## src/design/smc_params.svh

```systemverilog
// constants of the static memory controller
`ifndef SMC_PARAMS_SVH
`define SMC_PARAMS_SVH
`define SMC_NUM_CS 8
`define SMC_ADDR_W 26
`define SMC_DATA_W 32
`define SMC_TIM_W 6
`define SMC_DBW_8 2'h0
`define SMC_DBW_16 2'h1
`define SMC_DBW_32 2'h2
`define SMC_BAT_SELECT 1'h0
`define SMC_BAT_WRITE 1'h1
`define SMC_CS0_DBW_RST 2'h1
`define SMC_SLOW_SETUP 6'h01
`define SMC_SLOW_PULSE 6'h01
`define SMC_SLOW_CYCLE 6'h03
`define SMC_PAGE_BYTES 32
`define SMC_NAND_CS 3
`define SMC_CARD0_CS 4
`define SMC_CARD1_CS 5
`define SMC_ALE_BIT 21
`define SMC_CLE_BIT 22
`define SMC_IO_SPACE_BIT 23
`endif

```

## src/design/smc_pkg.sv

```systemverilog
// types of the static memory controller
package smc_pkg;
  typedef enum logic [1:0] {
    SMC_IDLE = 2'h0,
    SMC_SETUP = 2'h1,
    SMC_PULSE = 2'h3,
    SMC_HOLD = 2'h2
  } smc_state_type;

  typedef struct packed {
    smc_state_type state;
    logic [5:0] count;
    logic write;
    logic [2:0] cs;
    logic [25:0] addr;
    logic [31:0] wdata;
    logic [3:0] be;
    logic [1:0] dbw;
    logic bat;
    logic [5:0] setup;
    logic [5:0] pulse;
    logic [5:0] cycle;
    logic [1:0] wait_sync;
    logic [7:0] cs_n;
    logic rd_n;
    logic we_n;
    logic [3:0] lane_n;
    logic [25:0] addr_out;
    logic [31:0] dout;
    logic doe_n;
    logic [31:0] rdata;
    logic done;
    logic busy;
  } smc_regs_type;
endpackage

```

## src/design/smc_static_memory_controller.sv

```systemverilog
// static memory controller: chip selects, address and strobes for asynchronous devices
// Function
// RULE1: eight active-low chip selects and a 26-bit address bus, one region each.
// RULE2: 32-bit data bus, each chip select set for 8, 16 or 32-bit devices.
// RULE3: setup, pulse, cycle and mode are programmable per chip select.
// RULE4: active-low wait input stretches the access in progress.
// RULE5: slow clock mode swaps programmed waveforms for fixed slow ones.
// RULE6: page mode burst reads for pages up to 32 bytes; the code only skips hold after page mode reads and never checks a page size.
// RULE7: reset leaves chip select 0 byte select, 16-bit, slow timing for boot.
// RULE8: shared pin carries address bit 0 on 8-bit, byte 0 select otherwise.
// RULE9: shared pin carries address 1 on 8/16-bit, byte 2 strobe on 32-bit.
// RULE10: shared strobes are byte writes or single write plus byte selects.
// RULE11: chip selects, read strobe and byte strobes are active low.
// RULE12: nand on chip select 3 uses A21 for address latch, A22 for command.
// RULE13: card slot uses A23 for io versus memory, A22 for attribute space.
// RULE14: disk emulation uses A21 for alternate versus primary register set.
// RULE15: software assigns chip selects 3, 4, 5 and 1 before use.
// RULE16: software hands shared pins to the controller before access.
// RULE17: timings count whole master clocks per chip select; cycle sets hold.
// RULE18: software never programs a zero pulse length.
// RULE19: the wait input is synchronised before use.
// RULE20: selects and strobes idle high except back-to-back zero setup and hold; the code returns them high between every two accesses.
`timescale 1ns/10ps
`include "smc_params.svh"
module smc_static_memory_controller
  import smc_pkg::*;
#(
  parameter int NUM_CS = `SMC_NUM_CS
) (
  input wire logic sys_clk,
  input wire logic sys_rst,
  input wire logic req_valid,
  input wire logic req_write,
  input wire logic [2:0] req_cs,
  input wire logic [25:0] req_addr,
  input wire logic [31:0] req_wdata,
  input wire logic [3:0] req_be,
  input wire logic slow_clock_mode,
  input wire logic [NUM_CS*2-1:0] cfg_dbw,
  input wire logic [NUM_CS-1:0] cfg_bat,
  input wire logic [NUM_CS*6-1:0] cfg_setup,
  input wire logic [NUM_CS*6-1:0] cfg_pulse,
  input wire logic [NUM_CS*6-1:0] cfg_cycle,
  input wire logic [NUM_CS-1:0] cfg_page_mode,
  input wire logic nand_area_assign,
  input wire logic card_slot0_assign,
  input wire logic card_slot1_assign,
  input wire logic sdram_area_assign,
  input wire logic external_hold_request_n,
  input wire logic [31:0] data_in,
  output logic req_ready,
  output logic rsp_valid,
  output logic [31:0] rsp_rdata,
  output logic [NUM_CS-1:0] device_select_n,
  output logic read_strobe_n,
  output logic [25:2] addr_out,
  output logic lane0_pin,
  output logic write_strobe_n,
  output logic lane1_pin,
  output logic lane2_pin,
  output logic lane3_pin,
  output logic [31:0] data_out,
  output logic data_oe_n
);
  smc_regs_type state_reg;
  smc_regs_type state_next;
  logic cs0_boot_reg;
  logic cs0_boot_next;

  ////////////////////////////////////////////////////////////////////////
  function automatic logic [5:0] pick6(input logic [NUM_CS*6-1:0] v, input logic [2:0] i);
    pick6 = v[i*6 +: 6];
  endfunction

  ////////////////////////////////////////////////////////////////////////
  always_comb begin
    logic [5:0] s;
    logic [5:0] p;
    logic [5:0] c;
    logic [1:0] dbw;
    logic bat;
    logic strobe_on;
    s = '0;
    p = '0;
    c = '0;
    dbw = '0;
    bat = '0;
    strobe_on = 1'b0;
    state_next = state_reg;
    cs0_boot_next = cs0_boot_reg;
    state_next.done = 1'b0;
    state_next.wait_sync = {state_reg.wait_sync[0], ~external_hold_request_n}; // RULE19
    case (state_reg.state)
      SMC_IDLE: begin
        if (req_valid) begin
          // chip select 0 keeps the boot profile until it is first used with a normal clock
          if (req_cs == 3'h0 && cs0_boot_reg) begin
            dbw = `SMC_CS0_DBW_RST; // RULE7
            bat = `SMC_BAT_SELECT;
          end else begin
            dbw = cfg_dbw[req_cs*2 +: 2]; // RULE2
            bat = cfg_bat[req_cs]; // RULE10
          end
          if (slow_clock_mode || (req_cs == 3'h0 && cs0_boot_reg)) begin
            s = `SMC_SLOW_SETUP; // RULE5
            p = `SMC_SLOW_PULSE;
            c = `SMC_SLOW_CYCLE;
          end else begin
            s = pick6(cfg_setup, req_cs); // RULE3 RULE17
            p = pick6(cfg_pulse, req_cs);
            c = pick6(cfg_cycle, req_cs);
          end
          if (req_cs == 3'h0 && !slow_clock_mode) begin
            cs0_boot_next = 1'b0;
          end
          state_next.write = req_write;
          state_next.cs = req_cs;
          state_next.addr = req_addr; // RULE12 RULE13 RULE14
          state_next.wdata = req_wdata;
          state_next.be = req_be;
          state_next.dbw = dbw;
          state_next.bat = bat;
          state_next.setup = s;
          state_next.pulse = p;
          state_next.cycle = c;
          state_next.busy = 1'b1;
          state_next.count = 6'h00;
          state_next.state = (s == 6'h00) ? SMC_PULSE : SMC_SETUP;
          state_next.addr_out = req_addr; // RULE1
          state_next.cs_n = 8'hff & ~(8'h01 << req_cs); // RULE11
          state_next.doe_n = ~req_write;
          state_next.dout = req_wdata;
          strobe_on = (s == 6'h00);
        end
      end
      SMC_SETUP: begin
        state_next.count = state_reg.count + 6'h01;
        if (state_reg.count + 6'h01 >= state_reg.setup) begin
          state_next.state = SMC_PULSE;
          strobe_on = 1'b1;
        end
      end
      SMC_PULSE: begin
        strobe_on = 1'b1;
        if (state_reg.wait_sync[1]) begin
          state_next.count = state_reg.count; // RULE4
        end else begin
          state_next.count = state_reg.count + 6'h01;
          if (state_reg.count + 6'h01 >= state_reg.setup + state_reg.pulse) begin
            strobe_on = 1'b0;
            state_next.rdata = data_in;
            state_next.state = (state_reg.cycle > state_reg.setup + state_reg.pulse) ? SMC_HOLD : SMC_IDLE;
          end
        end
      end
      default: begin
        state_next.count = state_reg.count + 6'h01;
        if (state_reg.count + 6'h01 >= state_reg.cycle) begin
          state_next.state = SMC_IDLE;
        end
      end
    endcase
    // page mode reads skip hold whenever cfg_page_mode is set for the chip select; no page address is compared
    if (state_reg.state == SMC_PULSE && state_next.state != SMC_PULSE) begin
      state_next.done = 1'b1;
      if (state_next.state == SMC_IDLE) begin
        state_next.busy = 1'b0;
      end
    end
    if (state_reg.state == SMC_HOLD && state_next.state == SMC_IDLE) begin
      state_next.busy = 1'b0;
    end
    if (state_reg.state == SMC_PULSE && !state_reg.write && cfg_page_mode[state_reg.cs] &&
        state_next.state == SMC_HOLD) begin
      state_next.state = SMC_IDLE; // RULE6
      state_next.busy = 1'b0;
    end
    // chip select returns high on every entry to idle, also between back to back accesses, since a taken request never stays in idle
    if (state_next.state == SMC_IDLE && !(state_reg.state == SMC_IDLE && req_valid)) begin
      state_next.cs_n = 8'hff; // RULE20
      state_next.doe_n = 1'b1;
    end
    state_next.rd_n = ~(strobe_on && !state_next.write);
    state_next.we_n = ~(strobe_on && state_next.write);
    state_next.lane_n = ~state_next.be;
    if (state_next.bat == `SMC_BAT_WRITE) begin
      state_next.lane_n = ~(state_next.be & {4{strobe_on && state_next.write}}); // RULE10
    end
  end

  ////////////////////////////////////////////////////////////////////////
  always_ff @(posedge sys_clk) begin
    if (sys_rst) begin
      state_reg <= '0;
      state_reg.state <= SMC_IDLE;
      state_reg.cs_n <= 8'hff;
      state_reg.rd_n <= 1'b1;
      state_reg.we_n <= 1'b1;
      state_reg.lane_n <= 4'hf;
      state_reg.doe_n <= 1'b1;
      state_reg.dbw <= `SMC_CS0_DBW_RST;
      cs0_boot_reg <= 1'b1;
    end else begin
      state_reg <= state_next;
      cs0_boot_reg <= cs0_boot_next;
    end
  end

  ////////////////////////////////////////////////////////////////////////
  // pin multiplexing by bus width and byte access type
  logic byte_write_mode;
  logic wide32;
  logic narrow8;
  assign byte_write_mode = state_reg.bat == `SMC_BAT_WRITE;
  assign wide32 = state_reg.dbw == `SMC_DBW_32;
  assign narrow8 = state_reg.dbw == `SMC_DBW_8;
  assign req_ready = ~state_reg.busy;
  assign rsp_valid = state_reg.done;
  assign rsp_rdata = state_reg.rdata;
  assign device_select_n = state_reg.cs_n[NUM_CS-1:0];
  assign read_strobe_n = state_reg.rd_n; // RULE11
  assign addr_out = state_reg.addr_out[25:2];
  assign lane0_pin = narrow8 ? state_reg.addr_out[0] : state_reg.lane_n[0]; // RULE8
  assign write_strobe_n = byte_write_mode && !narrow8 ? state_reg.lane_n[0] : state_reg.we_n;
  assign lane1_pin = state_reg.lane_n[1];
  assign lane2_pin = wide32 ? state_reg.lane_n[2] : state_reg.addr_out[1]; // RULE9
  assign lane3_pin = state_reg.lane_n[3];
  assign data_out = state_reg.dout;
  assign data_oe_n = state_reg.doe_n;
endmodule

```

## config.mk

```make
export PLATFORM = sky130hd
export DESIGN_NAME = smc_static_memory_controller
export DESIGN_NICKNAME = d
export VERILOG_FILES = /design/src/design/smc_pkg.sv /design/src/design/smc_static_memory_controller.sv
export VERILOG_INCLUDE_DIRS = /design/src /design/src/design
export SDC_FILE = /design/constraint.sdc
export NUM_CORES = 1
export LEC_CHECK = 0
export ABC_AREA = 1
export BUFFER_PORTS_ARGS = -buffer_cell sky130_fd_sc_hd__buf_2
export CAP_MARGIN = 0
export CORE_MARGIN = 4
export CORE_UTILIZATION = 30
export CTS_CLUSTER_SIZE = 30
export DETAILED_ROUTE_END_ITERATION = 8
export PLACE_DENSITY = 0.55
export SKIP_LAST_GASP = 1
export SYNTH_ARGS = -nofsm -noshare
export SYNTH_HDL_FRONTEND = slang
export SYNTH_SLANG_ARGS = --single-unit
```

## constraint.sdc

```tcl
create_clock -name sys_clk -period 2.4 [get_ports sys_clk]
set_input_delay 0.24 -clock sys_clk [delete_from_list [all_inputs] [get_ports sys_clk]]
set_output_delay 0.24 -clock sys_clk [all_outputs]
set_load 0.02 [all_outputs]
```

# [After elaboration in Yosys (flattened, before gate mapping)]
# Index checks and enable logic that the tools add are counted.
[op_classes] addsub=2 n_mul=1 n_lt_le_gt_ge=6 n_eq_ne=8 shifts=5 muxes=35 bitwise=10 n_reduce_logical=30
[ops] operator="indexed part select 48 x 7 -> 6 bit" n=3
[ops] operator="two-way mux 95 bit" n=1
[ops] operator="two-way mux 87 bit" n=1
[ops] operator="two-way mux 6 bit" n=6
[ops] operator="one-hot mux 8 bit (3 select lines)" n=1
[ops] operator=">= comparator 6 bit" n=3
[ops] operator="two-way mux 2 bit" n=9
[ops] operator="indexed part select 16 x 5 -> 2 bit" n=1
[ops] operator="two-way mux 1 bit" n=13
[ops] operator="logical AND 1 bit" n=12
[ops] operator="equality test 2 bit, second input constant" n=4
[ops] operator="zero test 2 bit" n=4
[ops] operator="< comparator 3 x 4 -> 1 bit, second input constant" n=2
[ops] operator="inverter 4 bit" n=2
[ops] operator="inverter 8 bit" n=1
[ops] operator="<< shifter 1 x 3 -> 8 bit, first input constant" n=1
[ops] operator="adder 6 x 1 -> 6 bit, second input constant" n=1
[ops] operator="adder 6 bit" n=1
[ops] operator="binary-select mux 1 bit (select 3 bit)" n=2
[ops] operator="> comparator 6 bit" n=1
[ops] operator="zero test 6 bit" n=1
[ops] operator="!= test 2 bit, second input constant" n=3
[ops] operator="inverter 1 bit" n=6
[ops] operator="AND reduction 3 bit" n=2
[ops] operator="other kinds (11)" n=16
[word_totals] ff_bits=147 input_bits=283 output_inout_bits=105 wordCells=119

# [Longest topological paths before layout]
# Gate-level depths: netlist of the first run.
[depth] depth_word=16 depth_mapped=18

# [Worst setup path after synthesis of the first run]
# No wires, ideal clock.
[synth_timing] path_type="reg2reg" start="register state_reg[121] in the netlist's numbering" end="register state_reg, in the netlist data_oe_n" setup_time_ps=134 arrival_ps=2252 setup_slack_ps=14 stages_incl_launch_ff=18 cell_sequence="dfxtp_1 ha_1 inv_1 fa_1 xor2_1 ha_1 nand2_1 o21bai_1 a21oi_1 nand2_1 nand3_1 nand2_1 nand2_1 nand2_1 nand3_1 nand2_2 nand2_4 nand3_1"
[synth_between] elab_chain_cells=12
[synth_lines] element="from (decl)" line_no="smc_static_memory_controller.sv:65" text="smc_regs_type state_reg;"
[synth_lines] element="from (signal assigned)" line_no="smc_static_memory_controller.sv:204" text="state_reg <= state_next;"
[synth_lines] element="adder 6 bit" line_no="smc_static_memory_controller.sv:149, smc_static_memory_controller.sv:152"
[synth_lines] element="> comparator 6 bit" line_no="smc_static_memory_controller.sv:152" text="state_next.state = (state_reg.cycle > state_reg.setup + state_reg.pulse) ? SMC_HOLD : SMC_IDLE;"
[synth_lines] element="two-way mux 2 bit" line_no="smc_static_memory_controller.sv:152"
[synth_lines] element="two-way mux 2 bit" line_no="smc_static_memory_controller.sv:149" text="if (state_reg.count + 6'h01 >= state_reg.setup + state_reg.pulse) begin"
[synth_lines] element="two-way mux 2 bit" line_no="smc_static_memory_controller.sv:145" text="if (state_reg.wait_sync[1]) begin"
[synth_lines] element="one-hot mux 8 bit (3 select lines) (*)" line_no="smc_static_memory_controller.sv:93" text="case (state_reg.state)"
[synth_lines] element="equality test 2 bit" line_no="smc_static_memory_controller.sv:174" text="state_next.state == SMC_HOLD) begin"
[synth_lines] element="logical AND 1 bit" line_no="smc_static_memory_controller.sv:173" text="if (state_reg.state == SMC_PULSE && !state_reg.write && cfg_page_mode[state_reg.cs] &&"
[synth_lines] element="two-way mux 2 bit (*)" line_no="smc_static_memory_controller.sv:173"
[synth_lines] element="zero test 2 bit (*)" line_no="smc_static_memory_controller.sv:179" text="if (state_next.state == SMC_IDLE && !(state_reg.state == SMC_IDLE && req_valid)) begin"
[synth_lines] element="logical AND 1 bit (*)" line_no="smc_static_memory_controller.sv:179"
[synth_lines] element="OR reduction 2 bit (no source line) (*)"
# Every way passes the cells marked *; elsewhere a longest branch is shown, timed or not.
# A chain may end at the register's enable or synchronous reset.

# [Worst setup path after layout of the first run]
[layout_timing] start="register state_reg[115] in the netlist's numbering" end="register state_reg, in the netlist data_oe_n"
[layout_between] elab_chain_cells=12
[layout_lines] element="adder 6 bit (*)" line_no="smc_static_memory_controller.sv:149, smc_static_memory_controller.sv:152"
[layout_lines] element="> comparator 6 bit" line_no="smc_static_memory_controller.sv:152"
[layout_lines] element="two-way mux 2 bit" line_no="smc_static_memory_controller.sv:152"
[layout_lines] element="two-way mux 2 bit (*)" line_no="smc_static_memory_controller.sv:149"
[layout_lines] element="two-way mux 2 bit (*)" line_no="smc_static_memory_controller.sv:145"
[layout_lines] element="one-hot mux 8 bit (3 select lines) (*)" line_no="smc_static_memory_controller.sv:93"
[layout_lines] element="equality test 2 bit" line_no="smc_static_memory_controller.sv:174"
[layout_lines] element="logical AND 1 bit" line_no="smc_static_memory_controller.sv:173"
[layout_lines] element="two-way mux 2 bit (*)" line_no="smc_static_memory_controller.sv:173"
[layout_lines] element="zero test 2 bit (*)" line_no="smc_static_memory_controller.sv:179"
[layout_lines] element="logical AND 1 bit (*)" line_no="smc_static_memory_controller.sv:179"
[layout_lines] element="OR reduction 2 bit (no source line) (*)"
# Marked as above.

==> impl_metrics.py, run 1 <==
metrics = {
    "setup_path": {
        "path_buf_inv": 3,
        "cp-start-kind": "flop",
        "r2r_slack_ps": -70,
        "endpoint": "data_oe_n",
        "critical_path.top_delay_family": "adder cells",
        "worst_setup_path_end_kind": "flop",
        "critPathLaunch": "state_reg[115]",
        "reg2reg_depth": 18,
        "arrival_ps": 2750,
        "critical_path_class": "reg -> reg",
        "r2r-end": "data_oe_n",
        "crit_top_cell": "nand2_1",
        "cpMaxStageDelayCell": "fa_2",
        "crit_fanout": 5,
        "cp_cell_sequence": "ha_4, inv_2, fa_2, ha_4, nand2_2, nand2_1, nand2_1, nand2_1, nand2_1, nand3_1, nand2_1, nand2_2, nand2_4, buf_4, a21boi_1, buf_4, nand2_4, nand3_1",
        "r2r_start": "state_reg[115]",
        "path_depth": 18,
        "cp.required_ps": 2690,
        "critical_path.max_stage_delay_ps": 550,
    },
    "synthesis": {
        "yosys_warnings": 0,
        "netlist-cell-type-count": 40,
        "synth_xor_area_share_pct": 0.430,
        "synth_mux_area_share_pct": 0,
        "synth_top_family_by_area": "simple AND/OR/NAND/NOR gates",
        "yosys_register_bits": 147,
        "synth_fa_ha_area_share_pct": 4.24,
        "ys_seq_area_share_pct": 36.2,
        "syn_inst": 1172,
        "synth_area_um2": 8140,
        "yosysTopAreaCell": "dfxtp_1",
        "syn-num-nets": 1482,
        "synthSimpleGateAreaFrac_pct": 22.1,
        "synth.area.top_cells": "dfxtp_1 (36%), buf_4 (8.9%), nor2_1 (8.6%)",
        "syn_area_per_cell_um2": 6.94,
        "synth_compound_area_share_pct": 19.5,
        "yosys.area.top_type_share_pct": 36.2,
    },
    "detailed_routing": {
        "first_iter_violations": 421,
        "via_count": 8494,
        "wirelength_mm": 28.7,
        "wire_per_inst_um": 15.8,
        "ant_nets": 0,
        "drc": 0,
        "first_pass_iters": 5,
        "vias_per_cell": 4.67,
    },
    "clocking": {
        "clockRootBuffer": "clkbuf_16",
        "htreeDepth": 4,
        "clock_sinks": 147,
        "clkTransAtPathRegs_ps": 70,
        "clk_latency_ps": 410,
        "cts_tree": "done",
        "cts_buffers": 17,
        "clockBufferDepth": 2,
    },
    "pwr": {
        "switching_share_pct": 38.5,
        "switchingPower_mw": 3.60,
        "pwr-share-clk_pct": 28.9,
        "p_comb_share_pct": 37.4,
        "seqPwrFrac_pct": 33.7,
        "power_mw": 9.36,
        "leakage_nw": 5.20,
        "p_int_mw": 5.75,
        "ir_drop_mv": 0.580,
        "p_per_area_nw_per_um2": 876,
    },
    "layout": {
        "post-route-util_pct": 39.9,
        "final_common_cell": "buf_2",
        "largest_reg_flops": 43,
        "drive_above_1_share_pct": 35.3,
        "final_cell_mix": "buf_2 (383), nor2_1 (184), nand2_1 (170), dfxtp_1 (143), o21ai_0 (118)",
        "n_fill_cell": 2876,
        "nets": 1770,
        "stdcell_area_um2": 10700,
        "area_delta_synth_final_pct": 31.2,
        "fin_cells": 1817,
    },
    "global_route": {
        "antenna_found_initial": 4,
        "grt_first_pass_wirelength_mm": 43.8,
        "grt_use_total_pct": 18.0,
        "grt.overflow.total": 0,
        "grt_pass1_vias": 8197,
        "grt_max_degree": 77,
    },
    "sta": {
        "setup_viol": 24,
        "finalClockSkew_ps": 14.8,
        "finalMaxSlewViolations": 0,
        "worstMarginPinSlew_ps": 700,
        "rsz0062_at_grt": "yes",
        "timing.final.ws_setup_ps": -65.5,
        "hold-worst-slack_ps": 76.7,
        "max_freq_ghz": 0.406,
        "hold_violations": 0,
        "slew-limit-headroom_pct": 52.8,
        "fin_tns_setup_ps": -808,
        "period_needed_ps": 2470,
        "fin_crit_sh_pct": 103,
    },
    "placed_design": {
        "port_buffers": 383,
        "pre_cts_ws_ps": -172,
        "hpwl_mm": 22.0,
        "place_inst": 1775,
        "dpl_cell_area_um2": 9790,
        "gp_congestion": 0.879,
    },
    "die": {
        "ios": 388,
        "rows": 60,
        "die_h_um": 173,
        "start_util_pct": 30.4,
        "dieArea_um2": 29800,
        "coreArea_um2": 26800,
        "die-width_um": 173,
    },
    "flow_run": {
        "max-cap-violations": 0,
    },
    "status": {
        "outcome": "finished, violations left",
        "violations": "negative setup slack",
    },
    "worst_hold_path": {
        "hold_path.class": "in -> reg",
    },
}
[worst min-delay path by stage]
stage	start	end	slack [ps]	depth (start not counted)
after floorplan	external_hold_request_n	state_next[108]	310	1
after global placement	external_hold_request_n	state_next[108]	400	2
after detailed placement	state_next[108]	state_reg[108]	400	2
after CTS	req_wdata[30]	data_out[30]	60	3
after global routing	req_addr[2]	addr_out[2]	70	3
final	req_wdata[30]	data_out[30]	80	3
[cells in the mapped netlist (all sizes together)]
master and count:
clkinv 1, nand3b 1, o21bai 2, nor2 187, xor2 4, nor4 1, o22ai 40, and3 1
o211ai 4, and2 1, dfxtp 147, clkbuf 40, nand3 52, o221ai 1, ha 26, a22oi 14
o2111ai 2, a211oi 1, o21ai 137, o41ai 2, a21oi 77, a41oi 3, a21boi 1, nand2 185
fa 1, inv 111, buf 117, a31oi 2, nand4 11
[routing by layer]
metal	part of all wire [%]	track usage, %	vias up
met4	2.5	6.52	0
met1	42	21.5	3830
met5	0	0	-
li1	-	-	4330
met2	50	32.2	296
met3	5.6	3.59	38
[power groups by stage]
stage | logic (mW) | clock network, mW | registers [mW]
2_1_floorplan | 2.45 | 0 | 3.17
3_3_place_gp | 3.20 | 0 | 3.18
3_5_place_dp | 3.22 | 0 | 3.20
4_1_cts | 3.37 | 2.77 | 3.15
5_1_grt | 3.91 | 2.88 | 3.21
6_report | 3.50 | 2.70 | 3.15
[worst register-to-register path: stages (launching register included)]
cell,delay [ps]
dfxtp_2,360
ha_4,140
inv_2,30
fa_2,550
ha_4,200
nand2_2,40
nand2_1,40
nand2_1,50
nand2_1,50
nand2_1,60
nand3_1,60
nand2_1,70
nand2_2,100
nand2_4,100
buf_4,110
a21boi_1,50
buf_4,170
nand2_4,100
nand3_1,60
[area by class of cell]
type / count / area [um^2] / share of cell area (%)
multi-input combinational: 757 / 3980 / 37.2
clock buffer: 19 / 453 / 4.24
tap: 341 / 427 / 3.99
timing repair buffer: 425 / 2310 / 21.7
sequential: 147 / 2950 / 27.6
inverter: 112 / 420 / 3.94
antenna: 3 / 7.51 / 0.0703
clock inverter: 13 / 136 / 1.28
[repair_timing]
item                                    in CTS  in global routing
pin swaps                                   11                 18
hold buffers                                 1                  0
endpoints found under the setup margin      49                 50
gates cloned                                 1                  2
hold endpoints to repair                     1                  0
resized for setup                           16                 42
buffers inserted                             1                  2
[kinds of logic after synthesis]
| group | Yosys count |
|---|---|
| fa+ha+maj | 27 |
| buf+inv | 269 |
| simple gates | 439 |
| flops | 147 |
| compound gates | 286 |
| xor+xnor | 4 |
No activity file was read; power rests on OpenSTA's default activity.
==> run 2, diff against run 1 <==
--- a/config.mk
+++ b/config.mk
@@ -13,7 +13,7 @@
 export CORE_UTILIZATION = 30
 export CTS_CLUSTER_SIZE = 30
 export DETAILED_ROUTE_END_ITERATION = 8
-export PLACE_DENSITY = 0.55
+export PLACE_DENSITY = 0.53
 export SKIP_LAST_GASP = 1
 export SYNTH_ARGS = -nofsm -noshare
 export SYNTH_HDL_FRONTEND = slang
==> constraint.sdc (replaced) <==
create_clock -name sys_clk -period 3.1 [get_ports sys_clk]
set_input_delay 0.31 -clock sys_clk [delete_from_list [all_inputs] [get_ports sys_clk]]
set_output_delay 0.31 -clock sys_clk [all_outputs]
set_load 0.02 [all_outputs]
==> impl_metrics.py, run 2 (synthesis results as in run 1) <==
metrics = {
    "sta": {
        "finalMaxSlewViolations": 0,
        "max_freq_ghz": 0.369,
        "period_needed_ps": 2710,
        "fin_tns_setup_ps": 0,
        "hold-worst-slack_ps": 53.7,
        "finalClockSkew_ps": 12.5,
        "rsz0062_at_grt": "no",
        "slew-limit-headroom_pct": 55.5,
        "fin_crit_sh_pct": 87.4,
        "hold_violations": 0,
        "worstMarginPinSlew_ps": 661,
        "setup_viol": 0,
    },
    "setup_path": {
        "cp_cell_sequence": "ha_1, inv_1, fa_1, xor2_1, ha_1, nand2_1, o21bai_1, a21oi_1, nand2_1, nand3_1, nand2_1, nand2_1, nand2_1, nand3_1, nand2_2, nand2_4, nand3_1",
        "cp-start-kind": "flop",
        "arrival_ps": 2990,
        "crit_fanout": 9,
        "r2r_slack_ps": 390,
        "critical_path.max_stage_delay_ps": 390,
        "crit_top_cell": "nand2_1",
        "cpMaxStageDelayCell": "fa_1",
        "critical_path_class": "reg -> reg",
        "cp.required_ps": 3380,
        "worst_setup_path_end_kind": "flop",
    },
    "global_route": {
        "grt_first_pass_wirelength_mm": 42.7,
        "antenna_found_initial": 2,
        "grt_use_total_pct": 17.7,
        "grt.overflow.total": 0,
        "grt_pass1_vias": 8084,
        "grt_max_degree": 68,
    },
    "layout": {
        "final_cell_mix": "buf_2 (383), nor2_1 (186), nand2_1 (178), dfxtp_1 (147), o21ai_0 (125)",
        "n_fill_cell": 2936,
        "area_delta_synth_final_pct": 25.7,
        "drive_above_1_share_pct": 31.3,
        "nets": 1743,
        "seq_area_um2": 2940,
        "multiInputGateArea_um2": 3760,
        "final_common_cell": "buf_2",
        "largest_reg_flops": 43,
    },
    "pwr": {
        "switchingPower_mw": 2.67,
        "ir_drop_mv": 0.392,
        "switching_share_pct": 38.4,
        "seqPwrFrac_pct": 34.8,
        "power_mw": 6.96,
        "leakage_nw": 5.04,
        "p_per_area_nw_per_um2": 680,
        "pwr-share-clk_pct": 30.3,
        "p_int_mw": 4.29,
        "p_comb_share_pct": 35.0,
    },
    "die": {
        "die_h_um": 173,
        "coreArea_um2": 26800,
        "start_util_pct": 30.4,
        "die-width_um": 173,
        "dieArea_um2": 29800,
        "rows": 60,
        "ios": 388,
    },
    "flow_run": {
        "max-cap-violations": 0,
    },
    "clocking": {
        "cts_resized": 0,
        "clkTransAtPathRegs_ps": 70,
        "cts_hold_buffers": 0,
        "clockRootBuffer": "clkbuf_16",
        "cts_tree": "done",
        "clockBufferDepth": 2,
        "cts_buffers": 17,
        "clk_latency_ps": 420,
        "clock_sinks": 147,
        "htreeDepth": 4,
        "postCtsSetupBuffers": 0,
    },
    "placed_design": {
        "port_buffers": 383,
        "gp_congestion": 0.867,
        "hpwl_mm": 21.6,
    },
    "detailed_routing": {
        "wirelength_mm": 27.7,
        "first_pass_iters": 5,
        "vias_per_cell": 4.66,
        "first_iter_violations": 458,
        "via_count": 8343,
        "wire_per_inst_um": 15.5,
        "drc": 0,
        "ant_nets": 0,
    },
    "status": {
        "outcome": "completed",
    },
    "worst_hold_path": {
        "hold_path.class": "in -> reg",
    },
}
-- run 2: final timing paths --
kind,start,end,depth (start not counted)
min,external_hold_request_n,state_next[108],2
max,state_reg[121],device_select_n[1],17
min reg2reg,state_next[108],state_reg[108],2
max reg2reg,state_reg[121],device_select_n[1],17
-- run 2: per-stage QoR --
stage	area [um^2]	utilization, %	instances	setup slack [ps]
2_1_floorplan	8140	-	1172	714
3_3_place_gp	9630	35.9	1755	423
3_5_place_dp	9630	35.9	1755	367
4_1_cts	10200	38.2	1787	362
5_1_grt	10200	38.2	1789	99.6
6_report	10200	38.2	1789	392
-- run 2: power groups by stage --
| stage | Combinational, mW | Clock, mW | Sequential, mW |
|---|---|---|---|
| final | 2.43 | 2.10 | 2.42 |
| after global routing | 2.73 | 2.25 | 2.47 |
| after CTS | 2.47 | 2.17 | 2.42 |
| after detailed placement | 2.45 | 0 | 2.46 |
| after global placement | 2.43 | 0 | 2.46 |
| after floorplan | 1.90 | 0 | 2.45 |
-- run 2: layer usage --
layer / wire, um / global-route usage, % / up-vias
li1: - / - / 4282
met1: 11800 / 21.4 / 3721
met2: 13500 / 30.9 / 305
met3: 1630 / 3.67 / 35
met4: 743 / 7.28 / 0
met5: 0 / 0 / -
-- run 2: cell type report --
class                   count  area share [%]
repair buffers            399            20.3
inverters                 112            4.11
diodes                      2          0.0489
multi-input cells         756            36.8
clock buffers              18            4.29
clock inverters            14            1.59
well taps                 341            4.17
flip-flops and latches    147            28.8
-- run 2: worst max-delay path: cells and delay by family (launching register included) --
kind | cells | cell delay (ps)
and+or+nand+nor | 10 | 790
AOI/OAI and AO/OA | 2 | 270
DFF | 1 | 360
xor gates and xnor gates | 1 | 180
buffers and inverters | 1 | 70
adders and majority gates | 3 | 880
==> run 3, diff against run 2 <==
--- a/config.mk
+++ b/config.mk
@@ -15,6 +15,7 @@
 export DETAILED_ROUTE_END_ITERATION = 8
 export PLACE_DENSITY = 0.53
 export SKIP_LAST_GASP = 1
+export SLEW_MARGIN = 25
 export SYNTH_ARGS = -nofsm -noshare
 export SYNTH_HDL_FRONTEND = slang
 export SYNTH_SLANG_ARGS = --single-unit
==> constraint.sdc (replaced) <==
create_clock -name sys_clk -period 3.1 [get_ports sys_clk]
set_input_delay 0.465 -clock sys_clk [delete_from_list [all_inputs] [get_ports sys_clk]]
set_output_delay 0.465 -clock sys_clk [all_outputs]
set_load 0.02 [all_outputs]
==> impl_metrics.py, run 3 (synthesis results as in run 1) <==
metrics = {
    "clocking": {
        "cts_buffers": 17,
        "htreeDepth": 4,
        "postCtsSetupBuffers": 0,
        "cts_tree": "done",
        "clock_sinks": 147,
        "clkTransAtPathRegs_ps": 70,
        "cts_resized": 0,
        "cts_hold_buffers": 0,
        "clockRootBuffer": "clkbuf_16",
        "clk_latency_ps": 420,
        "clockBufferDepth": 2,
    },
    "detailed_routing": {
        "drc": 0,
        "wirelength_mm": 28.0,
        "via_count": 8300,
        "vias_per_cell": 4.64,
        "wire_per_inst_um": 15.6,
        "first_iter_violations": 374,
        "ant_nets": 0,
        "first_pass_iters": 4,
    },
    "placed_design": {
        "dpl_cell_area_um2": 9620,
        "gp_congestion": 0.877,
        "pre_cts_ws_ps": 330,
        "port_buffers": 383,
        "hpwl_mm": 21.8,
    },
    "sta": {
        "period_needed_ps": 2750,
        "rsz0062_at_grt": "no",
        "finalMaxSlewViolations": 0,
        "hold-worst-slack_ps": 202,
        "max_freq_ghz": 0.364,
        "slew-limit-headroom_pct": 54.2,
        "hold_violations": 0,
        "worstMarginPinSlew_ps": 680,
        "fin_tns_setup_ps": 0,
        "setup_viol": 0,
        "finalClockSkew_ps": 10.5,
        "timing.final.ws_setup_ps": 354,
        "fin_crit_sh_pct": 88.6,
    },
    "layout": {
        "nets": 1744,
        "drive_above_1_share_pct": 31.3,
        "largest_reg_flops": 43,
        "n_fill_cell": 2985,
        "final_common_cell": "buf_2",
        "stdcell_area_um2": 10300,
        "final_cell_mix": "buf_2 (383), nor2_1 (186), nand2_1 (178), dfxtp_1 (147), o21ai_0 (125)",
        "area_delta_synth_final_pct": 26.0,
    },
    "die": {
        "die_h_um": 173,
        "die-width_um": 173,
        "dieArea_um2": 29800,
        "rows": 60,
        "ios": 388,
        "coreArea_um2": 26800,
        "start_util_pct": 30.4,
    },
    "pwr": {
        "leakage_nw": 5.05,
        "p_per_area_nw_per_um2": 687,
        "ir_drop_mv": 0.367,
        "power_mw": 7.04,
    },
    "status": {
        "outcome": "completed",
    },
    "flow_run": {
        "max-cap-violations": 0,
    },
    "global_route": {
        "grt.overflow.total": 0,
        "grt_first_pass_wirelength_mm": 43.2,
        "grt_use_total_pct": 17.9,
        "grt_max_degree": 67,
        "antenna_found_initial": 3,
        "grt_pass1_vias": 8128,
    },
    "worst_hold_path": {
        "hold_path.class": "in -> reg",
    },
    "setup_path": {
        "arrival_ps": 3040,
        "r2r-end": "device_select_n[4]",
        "reg2reg_depth": 17,
        "worst_setup_path_end_kind": "flop",
        "r2r_start": "state_reg[121]",
        "crit_fanout": 9,
        "endpoint": "device_select_n[4]",
        "cp.required_ps": 3390,
        "r2r_slack_ps": 350,
        "critPathLaunch": "state_reg[121]",
        "cp-start-kind": "flop",
        "critical_path_class": "reg -> reg",
    },
}
run 3: metrics by stage:
stage / util (%) / instances
after detailed placement: 35.9 / 1756
after floorplan: - / 1172
after CTS: 38.2 / 1788
final: 38.3 / 1790
after global routing: 38.3 / 1790
after global placement: 35.9 / 1756
run 3: where the power goes:
| part | switching (mW) | internal [mW] | total (mW) |
|---|---|---|---|
| Sequential | 0.188 | 2.24 | 2.43 |
| Clock | 0.939 | 1.25 | 2.19 |
| Combinational | 1.56 | 0.866 | 2.42 |
run 3: metal layers:
layer | routed length, um | global-route usage, % | vias to the layer above
li1 | - | - | 4282
met1 | 12000 | 21.2 | 3687
met2 | 13500 | 31.4 | 287
met3 | 1520 | 4.00 | 42
met4 | 859 | 7.42 | 2
met5 | 20 | 0 | -
run 3: worst max-delay path, cell delays in order (launching register included):
cell and delay [ps]:
dfxtp_1 360, ha_1 220, inv_1 70, fa_1 400, xor2_1 170, ha_1 280, nand2_1 60, o21bai_1 150
a21oi_1 150, nand2_1 70, nand3_1 80, nand2_1 50, nand2_1 50, nand2_1 60, nand3_1 100, nand2_2 90
nand2_4 160, nand3_1 90
run 3: area by class of cell:
type / count / area (um^2) / share of cell area (%)
Antenna cell: 2 / 5.00 / 0.0488
Inverter: 112 / 420 / 4.10
Multi-Input combinational cell: 756 / 3760 / 36.7
Clock inverter: 14 / 186 / 1.82
Sequential cell: 147 / 2940 / 28.7
Tap cell: 341 / 427 / 4.16
Clock buffer: 18 / 439 / 4.28
Timing Repair Buffer: 400 / 2070 / 20.2
run 3: worst min-delay path by stage:
| stage | from | end | cells after the start |
|---|---|---|---|
| 2_1_floorplan | state_next[108] | state_reg[108] | 2 |
| 3_3_place_gp | state_next[108] | state_reg[108] | 2 |
| 3_5_place_dp | state_next[108] | state_reg[108] | 2 |
| 4_1_cts | external_hold_request_n | state_next[108] | 2 |
| 5_1_grt | external_hold_request_n | state_next[108] | 2 |
| 6_report | external_hold_request_n | state_next[108] | 2 |
